--- src/irq_agg_pkg.sv ---
`default_nettype none
package irq_agg_pkg;

  localparam int unsigned NUM_PORTS = 7;

  // byte addresses in the global page
  localparam logic [15:0] ADDR_PIN_CTRL = 16'h0006;
  localparam logic [15:0] ADDR_GLOBAL_STATUS = 16'h0010;
  localparam logic [15:0] ADDR_GLOBAL_MASK = 16'h0014;
  localparam logic [15:0] ADDR_PORT_STATUS = 16'h0018;
  localparam logic [15:0] ADDR_PORT_MASK = 16'h001c;

  // field positions
  localparam int unsigned PIN_OE_BIT = 1;
  localparam int unsigned PIN_POL_BIT = 0;
  localparam int unsigned LOOKUP_BIT = 31;
  localparam int unsigned TRIGGER_BIT = 30;
  localparam int unsigned PORT_LSB = 0;

  // values after reset
  localparam logic PIN_OE_RST = 1'h0;
  localparam logic PIN_POL_RST = 1'h0;
  localparam logic [1:0] GLOBAL_MASK_RST = 2'h0;
  localparam logic [6:0] PORT_MASK_RST = 7'h00;
  localparam logic [1:0] GLOBAL_STATUS_RST = 2'h0;
  localparam logic [6:0] PORT_STATUS_RST = 7'h00;
  localparam logic [7:0] RDATA_RST = 8'h00;

  // byte-wide management access
  typedef struct packed {
    logic [15:0] addr;
    logic wr;
    logic rd;
    logic [7:0] wdata;
  } mgmt_req_t;

  // event sources from the switch core
  typedef struct packed {
    logic lookup_engine;
    logic trigger_unit;
    logic timestamp_unit;
    logic [6:0] port;
    logic [6:0] port_egress_ts;
  } irq_sources_t;

  // register state of the aggregator; the pin driver and reset sync keep their own flops
  typedef struct packed {
    logic pin_oe;
    logic pin_pol;
    logic [1:0] global_mask;
    logic [6:0] port_mask;
    logic [1:0] global_status;
    logic [6:0] port_status;
    logic irq;
    logic [7:0] rdata;
    logic rvalid;
  } agg_state_t;

endpackage
`default_nettype wire

--- src/irq_reset_sync.sv ---
`timescale 1ns/1ps
`default_nettype none
module irq_reset_sync (
  input wire logic i_clk_sys,
  input wire logic i_nrst,
  output logic o_nrst_sync
);

  logic [1:0] stage;

  always_ff @(posedge i_clk_sys or negedge i_nrst) begin
    if (!i_nrst) begin
      stage <= 2'h0;
    end else begin
      stage <= {stage[0], 1'b1};
    end
  end

  assign o_nrst_sync = stage[1];

endmodule
`default_nettype wire

--- src/power_event_pin_drv.sv ---
`timescale 1ns/1ps
`default_nettype none
module power_event_pin_drv (
  input wire logic i_clk_sys,
  input wire logic i_nrst_sync,
  input wire logic i_irq,
  input wire logic i_oe,
  input wire logic i_pol,
  output logic o_pin,
  output logic o_pin_oe
);

  typedef struct packed {
    logic pin;
    logic oe;
  } pin_state_t;

  pin_state_t state;
  pin_state_t next_state;

  always_comb begin
    next_state = state;
    next_state.oe = i_oe;
    // polarity 0 pulls low on request, 1 drives high
    next_state.pin = i_pol ? i_irq : ~i_irq;
  end

  always_ff @(posedge i_clk_sys or negedge i_nrst_sync) begin
    if (!i_nrst_sync) begin
      state <= '{pin: 1'b1, oe: 1'b0};
    end else begin
      state <= next_state;
    end
  end

  assign o_pin = state.pin;
  assign o_pin_oe = state.oe;

endmodule
`default_nettype wire

--- src/global_interrupt_aggregator.sv ---
`timescale 1ns/1ps
`default_nettype none
// Functional notes
// - power event pin driven only when enabled
// - polarity bit 0 active low, 1 high
// - status bit 31 mirrors lookup engine request
// - status bit 30 trigger or timestamp request
// - egress timestamp events only via port path
// - mask bit 31 zero enables lookup engine
// - mask bit 30 zero enables trigger unit
// - port status bit n-1 for port n
// - port mask bits zero enable each port
// - multi-byte registers big-endian, MSB lowest address
// - any register byte accessible in any order
module global_interrupt_aggregator (
  input wire logic i_clk_sys,
  input wire logic i_nrst,
  input wire logic [15:0] i_reg_addr,
  input wire logic i_reg_wr,
  input wire logic i_reg_rd,
  input wire logic [7:0] i_reg_wdata,
  output logic [7:0] o_reg_rdata,
  output logic o_reg_rvalid,
  input wire logic i_lookup_engine_irq,
  input wire logic i_trigger_unit_irq,
  input wire logic i_timestamp_unit_irq,
  input wire logic [6:0] i_port_irq,
  input wire logic [6:0] i_port_egress_ts_irq,
  output logic o_irq,
  output logic o_power_event_pin,
  output logic o_power_event_pin_oe
);

  logic nrst_sync;
  irq_agg_pkg::mgmt_req_t req;
  irq_agg_pkg::irq_sources_t src;
  irq_agg_pkg::agg_state_t state;
  irq_agg_pkg::agg_state_t next_state;

  assign req = '{addr: i_reg_addr, wr: i_reg_wr, rd: i_reg_rd, wdata: i_reg_wdata};
  assign src = '{lookup_engine: i_lookup_engine_irq,
                 trigger_unit: i_trigger_unit_irq,
                 timestamp_unit: i_timestamp_unit_irq,
                 port: i_port_irq,
                 port_egress_ts: i_port_egress_ts_irq};

  irq_reset_sync u_reset_sync (
    .i_clk_sys(i_clk_sys),
    .i_nrst(i_nrst),
    .o_nrst_sync(nrst_sync)
  );

  // big-endian lane: lane 0 is the most significant byte
  function automatic logic [7:0] byte_of(input logic [31:0] word, input logic [1:0] lane);
    logic [7:0] b;
    b = 8'h00;
    case (lane)
      2'h0: b = word[31:24];
      2'h1: b = word[23:16];
      2'h2: b = word[15:8];
      default: b = word[7:0];
    endcase
    return b;
  endfunction

  function automatic logic [31:0] put_byte(input logic [31:0] word, input logic [1:0] lane,
                                           input logic [7:0] data);
    logic [31:0] w;
    w = word;
    case (lane)
      2'h0: w[31:24] = data;
      2'h1: w[23:16] = data;
      2'h2: w[15:8] = data;
      default: w[7:0] = data;
    endcase
    return w;
  endfunction

  function automatic logic hits(input logic [15:0] addr, input logic [15:0] base);
    return addr[15:2] == base[15:2];
  endfunction

  // full 32-bit images, reserved bits zero
  logic [31:0] global_status_word;
  logic [31:0] global_mask_word;
  logic [31:0] port_status_word;
  logic [31:0] port_mask_word;
  logic [7:0] pin_ctrl_byte;
  logic [31:0] mask_written;
  logic [1:0] lane;

  always_comb begin
    global_status_word = 32'h0000_0000;
    global_status_word[irq_agg_pkg::LOOKUP_BIT] = state.global_status[1];
    global_status_word[irq_agg_pkg::TRIGGER_BIT] = state.global_status[0];
    global_mask_word = 32'h0000_0000;
    global_mask_word[irq_agg_pkg::LOOKUP_BIT] = state.global_mask[1];
    global_mask_word[irq_agg_pkg::TRIGGER_BIT] = state.global_mask[0];
    port_status_word = 32'h0000_0000;
    port_status_word[irq_agg_pkg::PORT_LSB +: irq_agg_pkg::NUM_PORTS] = state.port_status;
    port_mask_word = 32'h0000_0000;
    port_mask_word[irq_agg_pkg::PORT_LSB +: irq_agg_pkg::NUM_PORTS] = state.port_mask;
    pin_ctrl_byte = 8'h00;
    pin_ctrl_byte[irq_agg_pkg::PIN_OE_BIT] = state.pin_oe;
    pin_ctrl_byte[irq_agg_pkg::PIN_POL_BIT] = state.pin_pol;
  end

  assign lane = req.addr[1:0];

  always_comb begin
    next_state = state;
    mask_written = 32'h0000_0000;

    // summary status follows the detailed sources every cycle
    next_state.global_status[1] = src.lookup_engine;
    // egress timestamp requests deliberately left out here
    next_state.global_status[0] = src.trigger_unit | src.timestamp_unit;
    next_state.port_status = src.port | src.port_egress_ts;

    // byte writes, any lane, any order; status and reserved bits ignore writes
    if (req.wr) begin
      if (req.addr == irq_agg_pkg::ADDR_PIN_CTRL) begin
        next_state.pin_oe = req.wdata[irq_agg_pkg::PIN_OE_BIT];
        next_state.pin_pol = req.wdata[irq_agg_pkg::PIN_POL_BIT];
      end else if (hits(req.addr, irq_agg_pkg::ADDR_GLOBAL_MASK)) begin
        mask_written = put_byte(global_mask_word, lane, req.wdata);
        next_state.global_mask[1] = mask_written[irq_agg_pkg::LOOKUP_BIT];
        next_state.global_mask[0] = mask_written[irq_agg_pkg::TRIGGER_BIT];
      end else if (hits(req.addr, irq_agg_pkg::ADDR_PORT_MASK)) begin
        mask_written = put_byte(port_mask_word, lane, req.wdata);
        next_state.port_mask =
          mask_written[irq_agg_pkg::PORT_LSB +: irq_agg_pkg::NUM_PORTS];
      end
    end

    // byte reads; unmapped addresses read zero
    next_state.rvalid = req.rd;
    next_state.rdata = irq_agg_pkg::RDATA_RST;
    if (req.rd) begin
      if (req.addr == irq_agg_pkg::ADDR_PIN_CTRL) begin
        next_state.rdata = pin_ctrl_byte;
      end else if (hits(req.addr, irq_agg_pkg::ADDR_GLOBAL_STATUS)) begin
        next_state.rdata = byte_of(global_status_word, lane);
      end else if (hits(req.addr, irq_agg_pkg::ADDR_GLOBAL_MASK)) begin
        next_state.rdata = byte_of(global_mask_word, lane);
      end else if (hits(req.addr, irq_agg_pkg::ADDR_PORT_STATUS)) begin
        next_state.rdata = byte_of(port_status_word, lane);
      end else if (hits(req.addr, irq_agg_pkg::ADDR_PORT_MASK)) begin
        next_state.rdata = byte_of(port_mask_word, lane);
      end
    end

    // mask bit 0 enables; one request line for everything
    next_state.irq = |(state.global_status & ~state.global_mask)
                   | |(state.port_status & ~state.port_mask);
  end

  always_ff @(posedge i_clk_sys or negedge nrst_sync) begin
    if (!nrst_sync) begin
      state.pin_oe <= irq_agg_pkg::PIN_OE_RST;
      state.pin_pol <= irq_agg_pkg::PIN_POL_RST;
      state.global_mask <= irq_agg_pkg::GLOBAL_MASK_RST;
      state.port_mask <= irq_agg_pkg::PORT_MASK_RST;
      state.global_status <= irq_agg_pkg::GLOBAL_STATUS_RST;
      state.port_status <= irq_agg_pkg::PORT_STATUS_RST;
      state.irq <= 1'b0;
      state.rdata <= irq_agg_pkg::RDATA_RST;
      state.rvalid <= 1'b0;
    end else begin
      state <= next_state;
    end
  end

  power_event_pin_drv u_pin_drv (
    .i_clk_sys(i_clk_sys),
    .i_nrst_sync(nrst_sync),
    .i_irq(state.irq),
    .i_oe(state.pin_oe),
    .i_pol(state.pin_pol),
    .o_pin(o_power_event_pin),
    .o_pin_oe(o_power_event_pin_oe)
  );

  assign o_irq = state.irq;
  assign o_reg_rdata = state.rdata;
  assign o_reg_rvalid = state.rvalid;

endmodule
`default_nettype wire

--- config.mk ---
export PLATFORM = sky130hd
export DESIGN_NAME = global_interrupt_aggregator
export DESIGN_NICKNAME = d
export VERILOG_FILES = /design/src/irq_agg_pkg.sv /design/src/irq_reset_sync.sv /design/src/power_event_pin_drv.sv /design/src/global_interrupt_aggregator.sv
export SDC_FILE = /design/constraint.sdc
export NUM_CORES = 1
export LEC_CHECK = 0
export BUFFER_PORTS_ARGS = -buffer_cell sky130_fd_sc_hd__buf_2
export CORE_MARGIN = 3
export CORE_UTILIZATION = 30
export CTS_BUF_LIST = sky130_fd_sc_hd__clkbuf_4 sky130_fd_sc_hd__clkbuf_8 sky130_fd_sc_hd__clkbuf_16
export CTS_CLUSTER_SIZE = 28
export DETAILED_ROUTE_END_ITERATION = 12
export PLACE_DENSITY = 0.6
export RECOVER_POWER = 25
export SYNTH_ARGS = -nofsm -noshare
export SYNTH_HDL_FRONTEND = slang
export SYNTH_SLANG_ARGS = --single-unit
--- constraint.sdc ---
create_clock -name i_clk_sys -period 2 [get_ports i_clk_sys]
set_input_delay 0.1 -clock i_clk_sys [delete_from_list [all_inputs] [get_ports i_clk_sys]]
set_output_delay 0.1 -clock i_clk_sys [all_outputs]
set_load 0.1 [all_outputs]
=== Word level (Yosys, flattened, before mapping) ===
Cells that the tools add are included.

* Flip-flop bits (word level): 34
* Input port bits: 45
* Output and inout bits: 12
* Word-level logic and storage cells: 48

* Eq/ne operators: 7
* Muxes and demuxes: 11
* Bitwise gates (word level): 11
* Reduce and logical (&&, ||, !) cells: 7

{| class="wikitable"
|+ Operator list
! operator !! number
|-
| == test 14 x 3 -> 1 bit (second input constant) || 4
|-
| two-way mux 8 bit || 7
|-
| two-way mux 7 bit || 3
|-
| == test 16 x 3 -> 1 bit (second input constant) || 1
|-
| AND 7 bit || 1
|-
| inverter 7 bit || 1
|-
| bitwise OR 7 bit || 1
|-
| OR reduction 7 bit || 1
|-
| AND reduction 5 bit || 1
|-
| inverter 1 bit || 4
|-
| AND reduction 4 bit || 1
|-
| OR reduction 3 bit || 1
|-
| AND 2 bit || 1
|-
| == test 2 x 1 -> 1 bit (second input constant) || 1
|-
| == test 2 bit (second input constant) || 1
|-
| logical NOT 2 bit || 1
|-
| inverter 2 bit || 1
|-
| bitwise OR 1 bit || 2
|-
| AND reduction 2 bit || 1
|-
| OR reduction 2 bit || 1
|-
| two-way mux 1 bit || 1
|}

=== Depth between registers and ports, before layout ===
* Depth in word-level cells: 9
* Depth in mapped cells: 5
* Depth with buffers taken out: 4

=== Modules after synthesis ===
A second synthesis with hierarchy kept.

* Cells, all modules: 111
* Area, all modules: 1418.9 µm²

{| class="wikitable"
|+ Modules (own cells, without submodules)
! module !! instances !! cells an instance !! area an instance (µm²)
|-
| global_interrupt_aggregator || 1 || 105 || 1305.0
|-
| power_event_pin_drv || 1 || 3 || 60.1
|-
| irq_reset_sync || 1 || 3 || 53.8
|}

=== Worst setup path after synthesis ===
Ideal clock, no wire load.

* Path type: input-to-reg
* From: input i_reg_addr[13]
* To: register state (netlist bit port_mask_word[0])
* Data arrival time: 1734 ps
* Setup slack: 141 ps
* Stages: 4
* Path buffers: 0
* Cell sequence: or4_4 > or2_4 > nor4_4 > mux2_2

* Word-level cells in the longest chain between the ends: 3

{| class="wikitable"
|+ RTL lines
! item !! RTL line !! RTL
|-
| from (decl) || global_interrupt_aggregator.sv:18 || <nowiki>input wire logic [15:0] i_reg_addr,</nowiki>
|-
| == test 16 x 3 -> 1 bit or == test 14 x 3 -> 1 bit (tied branches) || global_interrupt_aggregator.sv:122, global_interrupt_aggregator.sv:80 ||
|-
| inverter 1 bit (no source line) || - ||
|-
| AND reduction 5 bit (no source line) * || - ||
|-
| to (signal assigned) || global_interrupt_aggregator.sv:170 || <nowiki>state <= next_state;</nowiki>
|-
| to (decl) || global_interrupt_aggregator.sv:37 || <nowiki>irq_agg_pkg::agg_state_t state;</nowiki>
|}

Mark *: on every way between the ends. The rest lies on a longest branch, timed or not.
A chain may end at the register's enable or synchronous reset.

=== Worst setup path in the final report ===
* From: input i_reg_addr[13]
* To: register state (netlist bit port_mask_word[6])

The elaborated chain is that of the path after synthesis.

==> summary.txt <==
Final layout
  • Layout area overhead: 35.94%
  • Multi-input gate area: about 550 sq um
  • # nets final: roughly 230
  • Fin area: 0.001954 sq mm
  • Antenna Cells: 0
  • Filler instances: 446
  • Post-route non-filler standard cell count: around 240
  • Share of layout cells above drive strength 1: 0.4921
  • Storage element area: 852.1 sq um

Hold path
  • Hold Path Class: primary input to flop

CTS
  • Clock Latency Late Sink: 280 ps
  • # H-tree levels: 2
  • Total CTS buffers: 5
  • Hold buffer count at CTS: 4
  • Setup bufs post-CTS: 0
  • Clock buffer depth: 2
  • CTS root buffer: clkbuf_8
  • CTS tree: yes
  • Clk slew on worst S/H paths: 70 ps
  • Sink Count: 34
  • Resized Gates After CTS: 0

Setup path
  • Worst Path Arrival: about 1800 ps
  • CP required: about 2200 ps
  • Crit path max fanout: 7
  • Worst Setup End Kind: flop
  • Startpoint Class: primary input
  • Worst setup path category: primary input to flop

Timing
  • Slew Limit Fails: 0
  • Period utilization: 0.8290
  • Fin Setup TNS: 0 ps
  • Worst-Margin Slew: about 760 ps
  • Final hold violation count: 0
  • Final critical-path required period: around 1700 ps
  • Worst rel slew slack: 0.4924
  • Clock Skews: between 5 and 6 ps
  • RSZ-0062 raised after global routing: false
  • Final Worst Setup Slack: about 340 ps
  • Final setup fails: 0
  • Max Freq: between 600 and 700 MHz

Flow run
  • Max-Cap Viols: 0

Global routing
  • Initial antenna violation count: 0
  • Total gr overflow: 0
  • First-pass GRT wire length: between 4000 and 5000 um
  • GR Util All Layers: 0.1143
  • Largest net degree at the start of global routing: 33
  • Vias in the first global route: 1130

Routing
  • # DRC: 0
  • Vias/cell: roughly 4.6
  • Wire length per cell: ~12 um
  • Antenna-violating nets left: 0
  • DRT iter0 DRCs: 28
  • DRT Pass-1 Iters: 4
  • Total wire length: 2991 um
  • Routed via count: between 1000 and 1500

Placed design
  • Gp weighted congestion: 0.8286
  • DP HPWL: 2346 um
  • Worst slack at placement: about 53 ps
  • Placed Area: between 0.0015 and 0.002 sq mm
  • # placed instances: 229
  • Buffers on Ports: 56

Die
  • Die height: roughly 75 um
  • Initial Util: 0.3192
  • Die area: around 0.0057 sq mm
  • Row count: 24
  • I/O pins: between 50 and 60
  • DIE WIDTH: 75.23 um
  • Core Area: about 0.0045 sq mm

Power
  • Peak supply drop: approximately 230 uV
  • Power consumption: around 1.3 mW
  • Lkg Pwr: about 0.95 nW
  • Pwr/cell area: 683.3 mW/mm^2

Synthesis
  • Synth Area per Inst: 12.39 sq um
  • Top-area cell type share of the netlist area: 0.5744
  • Dominant synthesized flop cell: dfrtp_1
  • Largest area contributor in the netlist: dfrtp_1
  • Synth unique cells: 34
  • Synth Net Count: roughly 160
  • Synthesized area: 0.001438 sq mm
  • Synth Instances: roughly 120
  • Top cells by area, synth: dfrtp_1 57%, mux2_2 10%, mux2i_1 3.5%, or2_2 3.5%, inv_1 2.3%
  • Most common cell in the netlist: dfrtp_1
  • Sequential-to-total area share from yosys stat: 0.5927
  • Yosys warns: 0
  • Post-synth ARST share: 1.000
  • Most frequent cells after synthesis: 33 x dfrtp_1, 13 x mux2_2, 9 x inv_1, 8 x or2_2, 6 x nor2_1
  • EDFF count, synth: 0
  • FF+latch count, synth: 34

Run status
  • Outcome: finished clean
==> stage by stage <==
step / utilization / hold WS [ps]
after floorplan: - / -195.6
after global placement: 0.4050 / -113.4
after detailed placement: 0.4050 / -111.9
after CTS: 0.4350 / 2.159
after global routing: 0.4339 / 11.33
final: 0.4339 / 8.720
==> final timing paths <==
| kind | from | endpoint | slack [ps] | cells after the start |
|---|---|---|---|---|
| hold / removal | i_port_irq[4] | port_status_word[4]$_DFF_PN0_ | 9 | 2 |
| setup reg to reg | global_mask_word[30]$_DFFE_PN0P_ | o_reg_rdata[6]$_DFF_PN0_ | 890 | 4 |
| min in group asynchronous | i_nrst | u_reset_sync.stage[0]$_DFF_PN0_ | 130 | 2 |
| setup / recovery | i_reg_addr[13] | port_mask_word[6]$_DFFE_PN0P_ | 340 | 6 |
| max in group asynchronous | u_reset_sync.stage[1]$_DFF_PN0_ | port_mask_word[6]$_DFFE_PN0P_ | 1120 | 1 |
| hold reg to reg | u_reset_sync.stage[0]$_DFF_PN0_ | u_reset_sync.stage[1]$_DFF_PN0_ | 350 | 0 |
==> logic make-up after synthesis <==
| logic type | synth area share |
|---|---|
| flip-flops | 0.5927 |
| other | 0.002608 |
| multiplexers | 0.1366 |
| AO/OA/AOI/OAI | 0.05657 |
| AND/OR/NAND/NOR | 0.1793 |
| buffers and inverters | 0.02611 |
| XOR/XNOR | 0.006093 |
==> sequential cells by signal, summed over array words and instances, names as in the netlist, 2 cells and up <==
name,flops
global_mask_word,2
global_status_word,2
o_reg_rdata,8
pin_ctrl_byte,2
port_mask_word,7
port_status_word,7
u_reset_sync.stage,2
==> cells in the final DEF, fill, tap and decap left out, types with 2 or more instances in the layout <==
| cell type | instances |
|---|---|
| clkbuf_8 | 6 |
| buf_2 | 54 |
| inv_1 | 9 |
| dfrtp_1 | 33 |
| nand2_1 | 5 |
| mux2i_1 | 5 |
| a22oi_1 | 3 |
| or4_1 | 2 |
| nor2b_1 | 2 |
| buf_4 | 5 |
| clkbuf_1 | 2 |
| nor3_1 | 2 |
| nor2_1 | 6 |
| nand3_1 | 3 |
| dlygate4sd3_1 | 4 |
| mux2_2 | 13 |
| or2_2 | 8 |
| nor4_1 | 4 |
==> layer usage <==
metal  share of wire  wire, um  GRT usage
met2            0.46      1381     0.1915
met5               0         0          0
met4          0.0050        15    0.05243
met1            0.47      1414     0.1345
met3           0.060       179    0.03471
==> cell type report <==
class	count	area share
inverters	9	0.01729
clock inverters	1	0.002561
clock buffers	7	0.04609
flip-flops and latches	34	0.4360
multi-input cells	72	0.2804
repair buffers	66	0.1844
well taps	52	0.03329
==> power breakdown <==
part	internal [mW]	switching [mW]	leakage [nW]
sequential	0.700	0.00584	0.427
clock	0.291	0.221	0.0517
combinational	0.0578	0.0593	0.470
total	1.05	0.286	0.949
==> critical path, cell delays in order <==
cell	delay, ps
buf_2	100
or4_4	530
or2_4	280
nor4_4	260
buf_4	200
mux2_2	340
Note: power is estimated with default switching activity, not from simulation.
